### config.mk
export PLATFORM = sky130hd
export DESIGN_NAME = ast_serial
export DESIGN_NICKNAME = d
export VERILOG_FILES = /design/src/rtl/ast_pkg.sv /design/src/rtl/ast_serial.sv
export VERILOG_INCLUDE_DIRS = /design/src /design/src/rtl
export SDC_FILE = /design/constraint.sdc
export NUM_CORES = 1
export LEC_CHECK = 0
export ABC_CLOCK_PERIOD_IN_PS = 2600
export BUFFER_PORTS_ARGS = -buffer_cell sky130_fd_sc_hd__buf_2
export CORE_MARGIN = 8
export CORE_UTILIZATION = 43
export DETAILED_ROUTE_END_ITERATION = 7
export MAX_ROUTING_LAYER = met4
export SYNTH_ARGS = -nofsm -noshare
export SYNTH_HDL_FRONTEND = slang
export SYNTH_SLANG_ARGS = --single-unit
### constraint.sdc
create_clock -name clk -period 2.6 [get_ports clk]
set_clock_uncertainty 0.15 [all_clocks]
set_input_delay 0.13 -clock clk [delete_from_list [all_inputs] [get_ports clk]]
set_output_delay 0.13 -clock clk [all_outputs]
set_load 0.1 [all_outputs]
### src/rtl/ast_cfg.svh
// Constants of the async serial port: register indices, field bits,
// reset values and bit timing. Included by the package and the core.
`ifndef AST_CFG_SVH
`define AST_CFG_SVH
// ==========================================
// Register indices (3-bit address)
`define AST_ADR_TXSC 3'h0
`define AST_ADR_RXSC 3'h1
`define AST_ADR_BAUD 3'h2
`define AST_ADR_HOLD 3'h3
`define AST_ADR_RXD 3'h4
`define AST_ADR_FLAGS 3'h5
`define AST_ADR_IEN 3'h6
`define AST_ADR_IRQC 3'h7
// ==========================================
// tx_status_control fields
`define AST_TX9 6
`define AST_TX_ENABLE_BIT 5
`define AST_SYNC 4
`define AST_BAUD_HIGH_SPEED 2
`define AST_SHIFTER_EMPTY 1
`define AST_TX_NINTH_BIT 0
`define AST_TXSC_WMASK 8'hF5
`define AST_TXSC_RST 8'h00
// rx_status_control fields, then the baud register reset value
`define AST_SERIAL_PORT_ENABLE 7
`define AST_RX9 6
`define AST_RX_CONTINUOUS_ENABLE 4
`define AST_ADDEN 3
`define AST_FRAME_ERROR_FLAG 2
`define AST_OVERRUN_FLAG 1
`define AST_RX9D 0
`define AST_RXSC_WMASK 8'hF8
`define AST_RXSC_RST 8'h00
`define AST_BAUD_RST 8'h00
// Flag, enable and global control fields
`define AST_RCB 5
`define AST_TXB 4
`define AST_GIE 7
`define AST_PERIPH_IRQ_ENABLE 6
// ==========================================
// Bit timing in oversample ticks, last data bit indices and FIFO full count
`define AST_TICK_LAST 4'hF
`define AST_HALF_LAST 4'h7
`define AST_VOTE_A 4'hD
`define AST_VOTE_B 4'hE
`define AST_LAST_BIT8 4'h7
`define AST_LAST_BIT9 4'h8
`define AST_FIFO_FULL 2'h2
`endif

### src/rtl/ast_pkg.sv
// Types of the async serial port.
// Assumes ast_cfg.svh on the include path.
`include "ast_cfg.svh"
package ast_pkg;
  typedef struct packed {
    logic wr;
    logic rd;
    logic [2:0] addr;
    logic [7:0] wdata;
  } ast_bus_req_type;
  typedef struct packed {
    logic frame_error_flag;
    logic [8:0] data;
  } ast_rx_entry_type;
  typedef enum logic [1:0] {TX_IDLE, TX_START, TX_DATA, TX_STOP} ast_tx_state_type;
  typedef enum logic [1:0] {RX_IDLE, RX_START, RX_DATA, RX_STOP} ast_rx_state_type;
endpackage

### src/rtl/ast_serial.sv
// Async serial port core: transmitter, receiver, register file.
// Assumes a 16x baud tick from an outside generator and a bus master
// that gives one-cycle read and write strobes.
`timescale 1ns/100ps
`default_nettype none
`include "ast_cfg.svh"
module ast_serial
  import ast_pkg::*;
(
  // Clock and reset
  input wire logic clk,
  input wire logic arst_n,
  // Register port
  input wire ast_pkg::ast_bus_req_type bus_req,
  output logic [7:0] rdata,
  // Baud generator link
  input wire logic baud_tick,
  output logic [7:0] baud_divisor_o,
  output logic baud_high_speed_o,
  // Receive pin
  input wire logic rx_pin_i,
  output logic rx_pin_o,
  output logic rx_pin_oe,
  // Transmit pin
  input wire logic tx_pin_i,
  output logic tx_pin_o,
  output logic tx_pin_oe,
  // Port latch and direction, bit 0 receive pin, bit 1 transmit pin
  input wire logic [1:0] port_latch,
  input wire logic [1:0] pin_direction,
  // Interrupt request
  output logic irq_o
);
  import ast_pkg::*;

  // Majority of three samples
  function automatic logic ast_major(input logic a, input logic b, input logic c);
    ast_major = (a & b) | (a & c) | (b & c);
  endfunction

  // ==========================================
  // Register file
  logic [7:0] txsc_ff, nxt_txsc_ff, rxsc_ff, nxt_rxsc_ff, baud_ff, nxt_baud_ff;
  logic [7:0] ien_ff, nxt_ien_ff, irqc_ff, nxt_irqc_ff, rdata_ff, nxt_rdata_ff;
  logic irq_ff, nxt_irq_ff, tx_buffer_free_flag_ff, nxt_tx_buffer_free_flag_ff, hold_full_ff, nxt_hold_full_ff;
  logic serial_port_enable, tx_run, rx_run, wr_hold, pop, rx_data_avail_flag, shifter_empty;
  logic [1:0] cnt_ff;
  logic overrun_flag_ff;
  ast_rx_entry_type head;
  logic rd_ptr_ff;
  ast_rx_entry_type fifo_ff [2];
  ast_tx_state_type tx_state_ff;

  assign serial_port_enable = rxsc_ff[`AST_SERIAL_PORT_ENABLE];
  assign tx_run = serial_port_enable & txsc_ff[`AST_TX_ENABLE_BIT] & ~txsc_ff[`AST_SYNC];
  assign wr_hold = bus_req.wr && (bus_req.addr == `AST_ADR_HOLD);
  assign pop = bus_req.rd && (bus_req.addr == `AST_ADR_RXD) && (cnt_ff != 2'h0);
  assign head = fifo_ff[rd_ptr_ff];
  assign rx_data_avail_flag = serial_port_enable && (cnt_ff != 2'h0);
  assign shifter_empty = (tx_state_ff == TX_IDLE);

  // Control writes, read mux, gated request
  always_comb
  begin
    nxt_txsc_ff = txsc_ff;
    nxt_rxsc_ff = rxsc_ff;
    nxt_baud_ff = baud_ff;
    nxt_ien_ff = ien_ff;
    nxt_irqc_ff = irqc_ff;
    nxt_rdata_ff = 8'h00;
    if (bus_req.wr)
    begin
      // Flags register absent here: its bits cannot be written
      case (bus_req.addr)
        `AST_ADR_TXSC: nxt_txsc_ff = bus_req.wdata & `AST_TXSC_WMASK;
        `AST_ADR_RXSC: nxt_rxsc_ff = bus_req.wdata & `AST_RXSC_WMASK;
        `AST_ADR_BAUD: nxt_baud_ff = bus_req.wdata;
        `AST_ADR_IEN: nxt_ien_ff = bus_req.wdata & 8'h30;
        `AST_ADR_IRQC: nxt_irqc_ff = bus_req.wdata & 8'hC0;
        default: nxt_baud_ff = baud_ff;
      endcase
    end
    if (bus_req.rd)
    begin
      case (bus_req.addr)
        `AST_ADR_TXSC: nxt_rdata_ff = txsc_ff | {6'h00, shifter_empty, 1'b0};
        `AST_ADR_RXSC: nxt_rdata_ff = rxsc_ff | {5'h00, head.frame_error_flag & rx_data_avail_flag, overrun_flag_ff,
                                                  head.data[8] & rx_data_avail_flag};
        `AST_ADR_BAUD: nxt_rdata_ff = baud_ff;
        `AST_ADR_RXD: nxt_rdata_ff = rx_data_avail_flag ? head.data[7:0] : 8'h00;
        `AST_ADR_FLAGS: nxt_rdata_ff = {2'h0, rx_data_avail_flag, tx_buffer_free_flag_ff, 4'h0};
        `AST_ADR_IEN: nxt_rdata_ff = ien_ff;
        `AST_ADR_IRQC: nxt_rdata_ff = irqc_ff;
        default: nxt_rdata_ff = 8'h00;
      endcase
    end
    // Flag lags the holding state one cycle
    nxt_tx_buffer_free_flag_ff = tx_run && !(hold_full_ff);
    // Shifter-empty deliberately left out of the request
    nxt_irq_ff = irqc_ff[`AST_GIE] && irqc_ff[`AST_PERIPH_IRQ_ENABLE] &&
                 ((tx_buffer_free_flag_ff && ien_ff[`AST_TXB]) || (rx_data_avail_flag && ien_ff[`AST_RCB]));
  end

  // Register file flops
  always_ff @(posedge clk or negedge arst_n)
  begin
    if (!arst_n)
    begin
      txsc_ff <= `AST_TXSC_RST;
      rxsc_ff <= `AST_RXSC_RST;
      baud_ff <= `AST_BAUD_RST;
      ien_ff <= 8'h00;
      irqc_ff <= 8'h00;
      rdata_ff <= 8'h00;
      tx_buffer_free_flag_ff <= 1'b0;
      irq_ff <= 1'b0;
    end
    else
    begin
      txsc_ff <= nxt_txsc_ff;
      rxsc_ff <= nxt_rxsc_ff;
      baud_ff <= nxt_baud_ff;
      ien_ff <= nxt_ien_ff;
      irqc_ff <= nxt_irqc_ff;
      rdata_ff <= nxt_rdata_ff;
      tx_buffer_free_flag_ff <= nxt_tx_buffer_free_flag_ff;
      irq_ff <= nxt_irq_ff;
    end
  end

  // ==========================================
  // Transmitter
  logic tx_n9_ff, nxt_tx_n9_ff, tx_load, tx_bit_end;
  logic [8:0] hold_ff, nxt_hold_ff, tx_shift_ff, nxt_tx_shift_ff;
  logic [3:0] tx_tick_ff, nxt_tx_tick_ff, tx_bit_ff, nxt_tx_bit_ff;
  ast_tx_state_type nxt_tx_state_ff;

  assign tx_bit_end = baud_tick && (tx_tick_ff == `AST_TICK_LAST);
  // Load when idle, or straight out of the stop bit
  assign tx_load = tx_run && hold_full_ff &&
                   (tx_state_ff == TX_IDLE || (tx_state_ff == TX_STOP && tx_bit_end));

  // Holding register and shifter sequencing
  always_comb
  begin
    nxt_hold_ff = hold_ff;
    nxt_hold_full_ff = (hold_full_ff && !tx_load) || wr_hold;
    nxt_tx_state_ff = tx_state_ff;
    nxt_tx_tick_ff = baud_tick ? tx_tick_ff + 4'h1 : tx_tick_ff;
    nxt_tx_bit_ff = tx_bit_ff;
    nxt_tx_shift_ff = tx_shift_ff;
    nxt_tx_n9_ff = tx_n9_ff;
    if (wr_hold)
      nxt_hold_ff = {txsc_ff[`AST_TX_NINTH_BIT], bus_req.wdata};
    case (tx_state_ff)
      TX_IDLE: nxt_tx_tick_ff = 4'h0;
      TX_START:
        if (tx_bit_end)
        begin
          nxt_tx_state_ff = TX_DATA;
          nxt_tx_bit_ff = 4'h0;
        end
      TX_DATA:
        if (tx_bit_end)
        begin
          nxt_tx_shift_ff = {1'b0, tx_shift_ff[8:1]};
          nxt_tx_bit_ff = tx_bit_ff + 4'h1;
          if (tx_bit_ff == (tx_n9_ff ? `AST_LAST_BIT9 : `AST_LAST_BIT8))
            nxt_tx_state_ff = TX_STOP;
        end
      TX_STOP:
        if (tx_bit_end)
          nxt_tx_state_ff = TX_IDLE;
      default: nxt_tx_state_ff = TX_IDLE;
    endcase
    if (tx_load)
    begin
      nxt_tx_state_ff = TX_START;
      nxt_tx_tick_ff = 4'h0;
      nxt_tx_shift_ff = hold_ff;
      nxt_tx_n9_ff = txsc_ff[`AST_TX9];
    end
    if (!tx_run)
    begin
      nxt_tx_state_ff = TX_IDLE;
      nxt_hold_full_ff = 1'b0;
    end
  end

  // Transmitter flops
  always_ff @(posedge clk or negedge arst_n)
  begin
    if (!arst_n)
    begin
      hold_ff <= 9'h000;
      hold_full_ff <= 1'b0;
      tx_state_ff <= TX_IDLE;
      tx_tick_ff <= 4'h0;
      tx_bit_ff <= 4'h0;
      tx_shift_ff <= 9'h000;
      tx_n9_ff <= 1'b0;
    end
    else
    begin
      hold_ff <= nxt_hold_ff;
      hold_full_ff <= nxt_hold_full_ff;
      tx_state_ff <= nxt_tx_state_ff;
      tx_tick_ff <= nxt_tx_tick_ff;
      tx_bit_ff <= nxt_tx_bit_ff;
      tx_shift_ff <= nxt_tx_shift_ff;
      tx_n9_ff <= nxt_tx_n9_ff;
    end
  end

  // ==========================================
  // Receiver and two-entry FIFO
  logic sync1_ff, sync2_ff, sync3_ff, line_ff, nxt_line_ff, prev_ff, vote_end;
  logic rx_n9_ff, nxt_rx_n9_ff, nxt_overrun_flag_ff, nxt_rd_ptr_ff, push, smp;
  logic [1:0] vote_ff, nxt_vote_ff, nxt_cnt_ff;
  logic [3:0] rx_tick_ff, nxt_rx_tick_ff, rx_bit_ff, nxt_rx_bit_ff;
  logic [8:0] rx_shift_ff, nxt_rx_shift_ff;
  ast_rx_state_type rx_state_ff, nxt_rx_state_ff;
  ast_rx_entry_type fifo_in;
  ast_rx_entry_type nxt_fifo_ff [2];

  assign rx_run = serial_port_enable & rxsc_ff[`AST_RX_CONTINUOUS_ENABLE] & ~txsc_ff[`AST_SYNC] & ~overrun_flag_ff;
  assign vote_end = baud_tick && (rx_tick_ff == `AST_TICK_LAST);
  assign smp = ast_major(vote_ff[0], vote_ff[1], line_ff);

  // Recovery state machine, FIFO and overrun
  always_comb
  begin
    nxt_line_ff = (sync2_ff == sync3_ff) ? sync3_ff : line_ff;
    nxt_rx_state_ff = rx_state_ff;
    nxt_rx_tick_ff = baud_tick ? rx_tick_ff + 4'h1 : rx_tick_ff;
    nxt_rx_bit_ff = rx_bit_ff;
    nxt_rx_shift_ff = rx_shift_ff;
    nxt_rx_n9_ff = rx_n9_ff;
    nxt_vote_ff = vote_ff;
    nxt_overrun_flag_ff = overrun_flag_ff;
    nxt_fifo_ff = fifo_ff;
    push = 1'b0;
    fifo_in.frame_error_flag = ~smp;
    fifo_in.data = rx_n9_ff ? rx_shift_ff : {1'b0, rx_shift_ff[8:1]};
    if (baud_tick && rx_tick_ff == `AST_VOTE_A)
      nxt_vote_ff[0] = line_ff;
    if (baud_tick && rx_tick_ff == `AST_VOTE_B)
      nxt_vote_ff[1] = line_ff;
    case (rx_state_ff)
      RX_IDLE:
        begin
          nxt_rx_tick_ff = 4'h0;
          if (prev_ff && !line_ff)
            nxt_rx_state_ff = RX_START;
        end
      RX_START:
        if (baud_tick && rx_tick_ff == `AST_HALF_LAST)
        begin
          // Half bit on: still low or silently drop
          nxt_rx_tick_ff = 4'h0;
          nxt_rx_bit_ff = 4'h0;
          nxt_rx_n9_ff = rxsc_ff[`AST_RX9];
          nxt_rx_state_ff = line_ff ? RX_IDLE : RX_DATA;
        end
      RX_DATA:
        if (vote_end)
        begin
          nxt_rx_shift_ff = {smp, rx_shift_ff[8:1]};
          nxt_rx_bit_ff = rx_bit_ff + 4'h1;
          if (rx_bit_ff == (rx_n9_ff ? `AST_LAST_BIT9 : `AST_LAST_BIT8))
            nxt_rx_state_ff = RX_STOP;
        end
      RX_STOP:
        if (vote_end)
        begin
          nxt_rx_state_ff = RX_IDLE;
          // Address mode drops characters with a clear ninth bit
          if (!(rxsc_ff[`AST_ADDEN] && rx_n9_ff && !fifo_in.data[8]))
          begin
            if (cnt_ff == `AST_FIFO_FULL && !pop)
              nxt_overrun_flag_ff = 1'b1;
            else
              push = 1'b1;
          end
        end
      default: nxt_rx_state_ff = RX_IDLE;
    endcase
    if (!rx_run)
      nxt_rx_state_ff = RX_IDLE;
    if (push)
      nxt_fifo_ff[rd_ptr_ff ^ cnt_ff[0]] = fifo_in;
    nxt_cnt_ff = cnt_ff + {1'b0, push} - {1'b0, pop};
    nxt_rd_ptr_ff = rd_ptr_ff ^ pop;
    if (!rxsc_ff[`AST_RX_CONTINUOUS_ENABLE])
      nxt_overrun_flag_ff = 1'b0;
    if (!serial_port_enable)
    begin
      // Port disable resets the receive side
      nxt_overrun_flag_ff = 1'b0;
      nxt_cnt_ff = 2'h0;
      nxt_rd_ptr_ff = 1'b0;
    end
  end

  // Receiver flops, pin input through three stages
  always_ff @(posedge clk or negedge arst_n)
  begin
    if (!arst_n)
    begin
      sync1_ff <= 1'b1;
      sync2_ff <= 1'b1;
      sync3_ff <= 1'b1;
      line_ff <= 1'b1;
      prev_ff <= 1'b1;
      rx_state_ff <= RX_IDLE;
      rx_tick_ff <= 4'h0;
      rx_bit_ff <= 4'h0;
      rx_shift_ff <= 9'h000;
      rx_n9_ff <= 1'b0;
      vote_ff <= 2'h3;
      overrun_flag_ff <= 1'b0;
      cnt_ff <= 2'h0;
      rd_ptr_ff <= 1'b0;
      fifo_ff[0] <= '0;
      fifo_ff[1] <= '0;
    end
    else
    begin
      sync1_ff <= rx_pin_i;
      sync2_ff <= sync1_ff;
      sync3_ff <= sync2_ff;
      line_ff <= nxt_line_ff;
      prev_ff <= line_ff;
      rx_state_ff <= nxt_rx_state_ff;
      rx_tick_ff <= nxt_rx_tick_ff;
      rx_bit_ff <= nxt_rx_bit_ff;
      rx_shift_ff <= nxt_rx_shift_ff;
      rx_n9_ff <= nxt_rx_n9_ff;
      vote_ff <= nxt_vote_ff;
      overrun_flag_ff <= nxt_overrun_flag_ff;
      cnt_ff <= nxt_cnt_ff;
      rd_ptr_ff <= nxt_rd_ptr_ff;
      fifo_ff <= nxt_fifo_ff;
    end
  end

  // ==========================================
  // Outputs and pin steering
  logic tx_serial;
  assign tx_serial = (tx_state_ff == TX_START) ? 1'b0 :
                     (tx_state_ff == TX_DATA) ? tx_shift_ff[0] : 1'b1;
  assign tx_pin_o = serial_port_enable ? tx_serial : port_latch[1];
  assign tx_pin_oe = serial_port_enable | ~pin_direction[1];
  assign rx_pin_o = port_latch[0];
  assign rx_pin_oe = ~serial_port_enable & ~pin_direction[0];
  assign rdata = rdata_ff;
  assign irq_o = irq_ff;
  assign baud_divisor_o = baud_ff;
  assign baud_high_speed_o = txsc_ff[`AST_BAUD_HIGH_SPEED];
endmodule // ast_serial
`default_nettype wire

==> results of run 1 <==
-- final cells by class --
cell class / count / area, um^2
clock buffer: 25 / 485
clock inverter: 5 / 77.6
fill: 1101 / 5950
inverter: 14 / 52.6
multi-input combinational: 322 / 2560
sequential: 114 / 2860
tap: 172 / 215
timing repair buffer: 70 / 473
-- critical path: stages, from the launching register on --
cell,delay (ns)
dfrtp_1,0.42
ha_1,0.23
and4_1,0.26
o2111ai_1,0.15
or2b_1,0.25
ha_1,0.27
inv_1,0.04
ha_1,0.18
xnor2_1,0.13
xnor2_1,0.12
and2_1,0.15
-- logic make-up (layout without fill, tap and decap cells) --
logic type,count (synthesis),after routing
xor gates and xnor gates,13,13
adders and majority gates,10,10
AOI/OAI and AO/OA,81,81
and+or+nand+nor,130,130
DFF,114,114
buffers and inverters,41,114
muxes,88,88
-- flip-flops by register name, summed over array words and instances (netlist names), 2 cells and up --
| signal | flops |
|---|---|
| tx_tick_ff | 4 |
| tx_shift_ff | 9 |
| irqc_ff | 2 |
| rx_shift_ff | 9 |
| rx_bit_ff | 4 |
| rxsc_ff | 5 |
| vote_ff | 2 |
| tx_state_ff | 2 |
| rdata | 8 |
| baud_divisor_o | 8 |
| ien_ff | 2 |
| tx_bit_ff | 4 |
| hold_ff | 9 |
| cnt_ff | 2 |
| rx_state_ff | 2 |
| txsc_ff | 6 |
| fifo_ff | 20 |
| rx_tick_ff | 4 |
-- metal layers --
layer	track usage [%]	share of wire, %
met1	20.3	47
met5	-	0
met3	4.73	3.6
met4	6.15	1.4
met2	25.3	48
-- power groups by stage --
stage	clock network (mW)	registers (mW)	logic, mW
6_report	2.22	2.05	0.724
5_1_grt	2.34	2.07	0.768
4_1_cts	2.27	2.05	0.731
3_5_place_dp	0	2.08	0.713
3_3_place_gp	0	2.08	0.708
2_1_floorplan	0	2.31	0.285
-- stage by stage --
stage / setup slack, ns / utilization [%]
floorplan: 0.226 / -
global placement: 0.192 / 47.6
detailed placement: 0.149 / 47.6
CTS: 0.131 / 53.1
global route: 0.0260 / 53.1
finish: 0.150 / 53.1
-- layout by cell type (no fill, tap or decap), drive strengths merged, types with 4 or more instances in the layout --
cell type    count
xor2             6
ha               8
dfstp            7
inv             14
o221a            7
nand3           10
o21ai           17
nand4            8
nor2            31
nor2b            4
and2             6
dfrtp          107
nor3            19
nand2b           6
a22oi            5
o21a             4
and3             6
a21oi           18
nand2           22
xnor2            7
buf             57
a221oi           4
dlygate4sd3     13
clkbuf          25
mux2            86
-- final timing paths --
kind | start | end | slack [ns]
min reg2reg | sync1_ff | sync2_ff | 0.20
max | rx_tick_ff[0] | cnt_ff[1] | 0.15
min in group asynchronous | arst_n | tx_tick_ff[3] | 0.11
min | bus_req[10] | rdata[4] | 0.1
max reg2reg | rx_tick_ff[0] | cnt_ff[1] | 0.15
max in group asynchronous | arst_n | prev_ff | 1.37
==> impl_summary.txt, run 1 <==
----------------------------------------------------
[GRT]
  Remaining global-route overflow ... 0
  Antenna violations before repair ... 0
  Via count of the first global-routing pass ... 4,061
  Combined global-route utilization of all metal layers ... 16.5%
  Maximum number of pins on one net before global-route repair ... 47
  First-pass GRT wire length ... 20.9 mm

[Logic synthesis]
  Number of synthesis warnings ... 0
  Most instantiated cells after synthesis ... dfrtp_1 (107), mux2_2 (68), nor2_1 (31), nand2_1 (22), clkbuf_1 (20)
  EDFF count, synth ... 0
  Synthesized netlist net count ... 507
  Post-synthesis sequential area ratio ... 51.1%
  Fraction of synthesized cell area in xor and xnor cells ... 2.03%
  Dominant combinational cell family by area after synthesis ... multiplexers
  Async S/R FF share, synth ... 100%
  Synthesized cell area ... 0.00560 mm^2
  Mux contribution to synthesized area ... 18.8%
  #FFs+latches synth ... 114
  Share of synthesized cell area in and, or, nand and nor gates ... 12.5%
  Ranking of synthesized cells by area ... dfrtp_1 (48%), mux2_2 (14%), mux2_4 (4.8%)
  Post-synthesis share of cell area spent on full adders, half adders and majority gates ... 2.14%
  Area fraction in compound gates after synthesis ... 10.2%
  Leading area contributor after synthesis ... dfrtp_1
  Post-synthesis area per instance ... 11.7 um^2
  Cell count after synthesis ... 477
  Most used flip-flop cell after synthesis ... dfrtp_1
  Netlist cell types ... 58
  Leading cell type by number of instances after synthesis ... dfrtp_1
  Top-area cell type share of the netlist area ... 47.8%

[Clocking]
  Latest clock arrival within the worst-skew pair ... 0.41 ns
  Post-CTS setup buffers ... 0
  Total of cells resized after clock tree synthesis ... 0
  Hold-fix buffers at CTS ... 13
  Clock transition at path regs ... 0.05 ns
  Clock sinks ... 114
  H-Tree Level Count ... 4
  Clock buffer count from CTS ... 17
  Clock tree from TritonCTS ... yes
  Buffer type at the clock tree root ... clkbuf_16
  Clock Path Buffers ... 2

[Power]
  Share of total power in the clock network ... 44.4%
  Switching Share ... 27.9%
  Seq pwr share ... 41.1%
  Total power after layout ... 5.00 mW
  Part of the power in combinational logic ... 14.5%
  Max rail drop VDD ... 0.514 mV
  Static leakage power ... 3.06 nW
  Internal power of the cells ... 3.61 mW
  Power per unit of standard cell area ... 744 mW/mm^2
  P_sw ... 1.39 mW

[Setup path]
  Critical path data required time ... 2.75 ns
  Sort of element at the end of the critical path ... flop
  Crit-path max FO ... 5
  Path depth of the worst reg2reg path ... 10
  CP Class ... reg2reg
  Crit path DAT ... 2.60 ns
  Startpoint type of the worst setup path ... flop

[Cells and area]
  Fin cells ... 722
  Synth-to-Final Area Change ... 20.0%
  Final Net Count ... 569
  Antenna cell count ... 0
  Share of layout cells above drive strength 1 ... 33.6%
  Post-Layout Inst Area ... 0.00672 mm^2

[Floorplan]
  Die extent in x ... 130 um
  Overall die area ... 0.0169 mm^2
  Cell Rows ... 41
  Top-level I/O count ... 44
  Core area ... 0.0127 mm^2
  Height of the die ... 130 um
  Initial core utilization ... 44.2%

[Place]
  Final weighted congestion of routability-driven global placement ... 0.767
  Count of placed standard cells including taps ... 679
  Total half-perimeter wirelength after legalization and detailed placement ... 8.52 mm
  I/O Buffers ... 40
  Placement-stage cell area ... 0.00603 mm^2

[Route]
  Vias per std cell ... 5.44
  Total vias in the final route ... 3,925
  Count of routing violations after the opening detailed-route iteration ... 258
  Number of design rule violations left after detail routing ... 0
  Count of antenna-violating nets left after detailed routing ... 0
  Pre-Repair DR Iteration Count ... 4
  Sum of routed wire length over all layers ... 12.4 mm
  Per-cell routed wire length ... 17.2 um

[Outcome]
  Result of the run ... completed

[STA]
  Min Hold Slack ... 0.0953 ns
  Fin crit share ... 94.2%
  Worst slew pin tran ... 0.769 ns
  Post-layout minimum cycle time ... 2.45 ns
  Worst relative slew slack ... 48.6%
  Fmax ... 408 MHz
  Post-Route Setup TNS ... 0 ns
  Max Slew Vio Count ... 0
  Final hold violation count ... 0
  RSZ-0062 raised after global routing ... false
  Final-report setup violation count ... 0

[Flow run]
  Number of max-cap violations ... 0

[Worst hold path]
  Number of stages on the worst hold path ... 4
  Worst hold-check path type ... in2reg

----------------------------------------------------
Note: power is estimated with default switching activity, not from simulation.
==> run 2, diff against run 1 <==
--- a/config.mk
+++ b/config.mk
@@ -11,6 +11,7 @@
 export CORE_MARGIN = 8
 export CORE_UTILIZATION = 43
 export DETAILED_ROUTE_END_ITERATION = 7
+export HOLD_SLACK_MARGIN = 0.1
 export MAX_ROUTING_LAYER = met4
 export SYNTH_ARGS = -nofsm -noshare
 export SYNTH_HDL_FRONTEND = slang
==> impl_summary.txt, run 2 (synthesized netlist as in run 1, its figures left out) <==
----------------------------------------------------
[Outcome]
  Result of the run ... completed

[Clocking]
  Buffer type at the clock tree root ... clkbuf_16
  Hold-fix buffers at CTS ... 15
  Clock transition at path regs ... 0.05 ns
  Clock sinks ... 114
  Latest clock arrival within the worst-skew pair ... 0.41 ns
  Post-CTS setup buffers ... 0
  H-Tree Level Count ... 4
  Clock Path Buffers ... 2
  Total of cells resized after clock tree synthesis ... 0
  Clock buffer count from CTS ... 17
  Clock tree from TritonCTS ... yes

[Cells and area]
  Final core utilization ... 53.2%
  Synth-to-Final Area Change ... 20.3%
  Biggest register ... fifo_ff
  Commonest non-fill, non-tap cells in the layout ... dfrtp_1 (107), mux2_2 (68), buf_2 (39)
  Share of layout cells above drive strength 1 ... 33.5%
  Flip-flop count of the largest register after layout ... 20
  Antenna cell count ... 0
  Leading cell type in the layout, fill and taps excluded ... dfrtp_1
  Final Net Count ... 571

[GRT]
  Antenna violations before repair ... 0
  First-pass GRT wire length ... 21.0 mm
  Combined global-route utilization of all metal layers ... 16.5%
  Maximum number of pins on one net before global-route repair ... 47
  Via count of the first global-routing pass ... 4,078
  Remaining global-route overflow ... 0

[STA]
  Worst slew pin tran ... 0.769 ns
  Max Slew Vio Count ... 0
  Final setup margin ... 0.139 ns
  Final hold violation count ... 0
  Worst relative slew slack ... 48.6%
  Final-report setup violation count ... 0
  Min Hold Slack ... 0.111 ns
  Post-Route Setup TNS ... 0 ns
  RSZ-0062 raised after global routing ... false
  Fin crit share ... 94.6%
  Fmax ... 406 MHz
  Post-layout minimum cycle time ... 2.46 ns

[Route]
  Vias per std cell ... 5.43
  Count of antenna-violating nets left after detailed routing ... 0
  Count of routing violations after the opening detailed-route iteration ... 296
  Per-cell routed wire length ... 17.2 um
  Sum of routed wire length over all layers ... 12.5 mm
  Number of design rule violations left after detail routing ... 0
  Pre-Repair DR Iteration Count ... 4
  Total vias in the final route ... 3,931

[Setup path]
  Crit-path max FO ... 4
  Crit path DAT ... 2.62 ns
  Startpoint type of the worst setup path ... input pin
  Critical path data required time ... 2.75 ns
  CP Class ... in2reg
  Sort of element at the end of the critical path ... flop

[Flow run]
  Number of max-cap violations ... 0

[Floorplan]
  Core area ... 0.0127 mm^2
  Top-level I/O count ... 44
  Initial core utilization ... 44.2%
  Height of the die ... 130 um
  Die extent in x ... 130 um
  Cell Rows ... 41
  Overall die area ... 0.0169 mm^2

[Place]
  Pre-CTS WS ... 0.149 ns
  Final weighted congestion of routability-driven global placement ... 0.767
  Total half-perimeter wirelength after legalization and detailed placement ... 8.52 mm
  I/O Buffers ... 40

[Power]
  Power per unit of standard cell area ... 742 mW/mm^2
  Total power after layout ... 5.00 mW
  Max rail drop VDD ... 0.514 mV
  Static leakage power ... 3.07 nW

[Worst hold path]
  Worst hold-check path type ... in2async

----------------------------------------------------
==> run 2: cell count changes in the layout (fill, tap and decap cells not counted) <==
cell / delta
dlygate4sd3_1: +2
==> run 2: cell type report <==
cell class | count | area, um^2
clock inverters | 5 | 77.6
fillers | 1099 | 5930
flip-flops and latches | 114 | 2860
repair buffers | 72 | 493
well taps | 172 | 215
clock buffers | 25 | 485
inverters | 14 | 52.6
multi-input cells | 322 | 2560
==> run 2: through the flow <==
step / cell area, um^2 / instances
after floorplan: 5600 / 477
after global placement: 6030 / 679
after detailed placement: 6030 / 679
after CTS: 6740 / 724
after global routing: 6740 / 724
final: 6740 / 724
==> run 2: per-layer routing <==
layer / global-route usage [%] / vias to the layer above / routed length, um
met3: 4.73 / 20 / 424
met4: 6.49 / 0 / 203
li1: - / 1865 / -
met2: 25.3 / 61 / 5930
met1: 20.3 / 1985 / 5900
met5: - / - / 0
==> run 2: critical path, cell delays in order <==
cell and delay, ns:
dlygate4sd3_1 0.53, buf_2 0.13, nor4bb_1 0.40, buf_4 0.19, or3b_4 0.12, or2b_1 0.22
ha_1 0.27, inv_1 0.04, ha_1 0.18, xnor2_1 0.13, xnor2_1 0.12, and2_1 0.15
==> run 2: worst paths after layout <==
kind | end | start | slack [ns] | depth (start not counted)
worst max-delay path | cnt_ff[1] | bus_req[8] | 0.14 | 12
worst min-delay path | tx_tick_ff[3] | arst_n | 0.11 | 2
worst max register to register | cnt_ff[1] | rx_tick_ff[0] | 0.15 | 10
worst min register to register | sync2_ff | sync1_ff | 0.20 | 0
max in group asynchronous | prev_ff | arst_n | 1.37 | 3
min in group clk | rx_pin_o | port_latch[0] | 0.11 | 0
==> run 2: power breakdown <==
| part | switching, mW | internal, mW |
|---|---|---|
| Sequential | 0.133 | 1.92 |
| Combinational | 0.509 | 0.218 |
| Clock | 0.754 | 1.47 |
| Total | 1.40 | 3.61 |
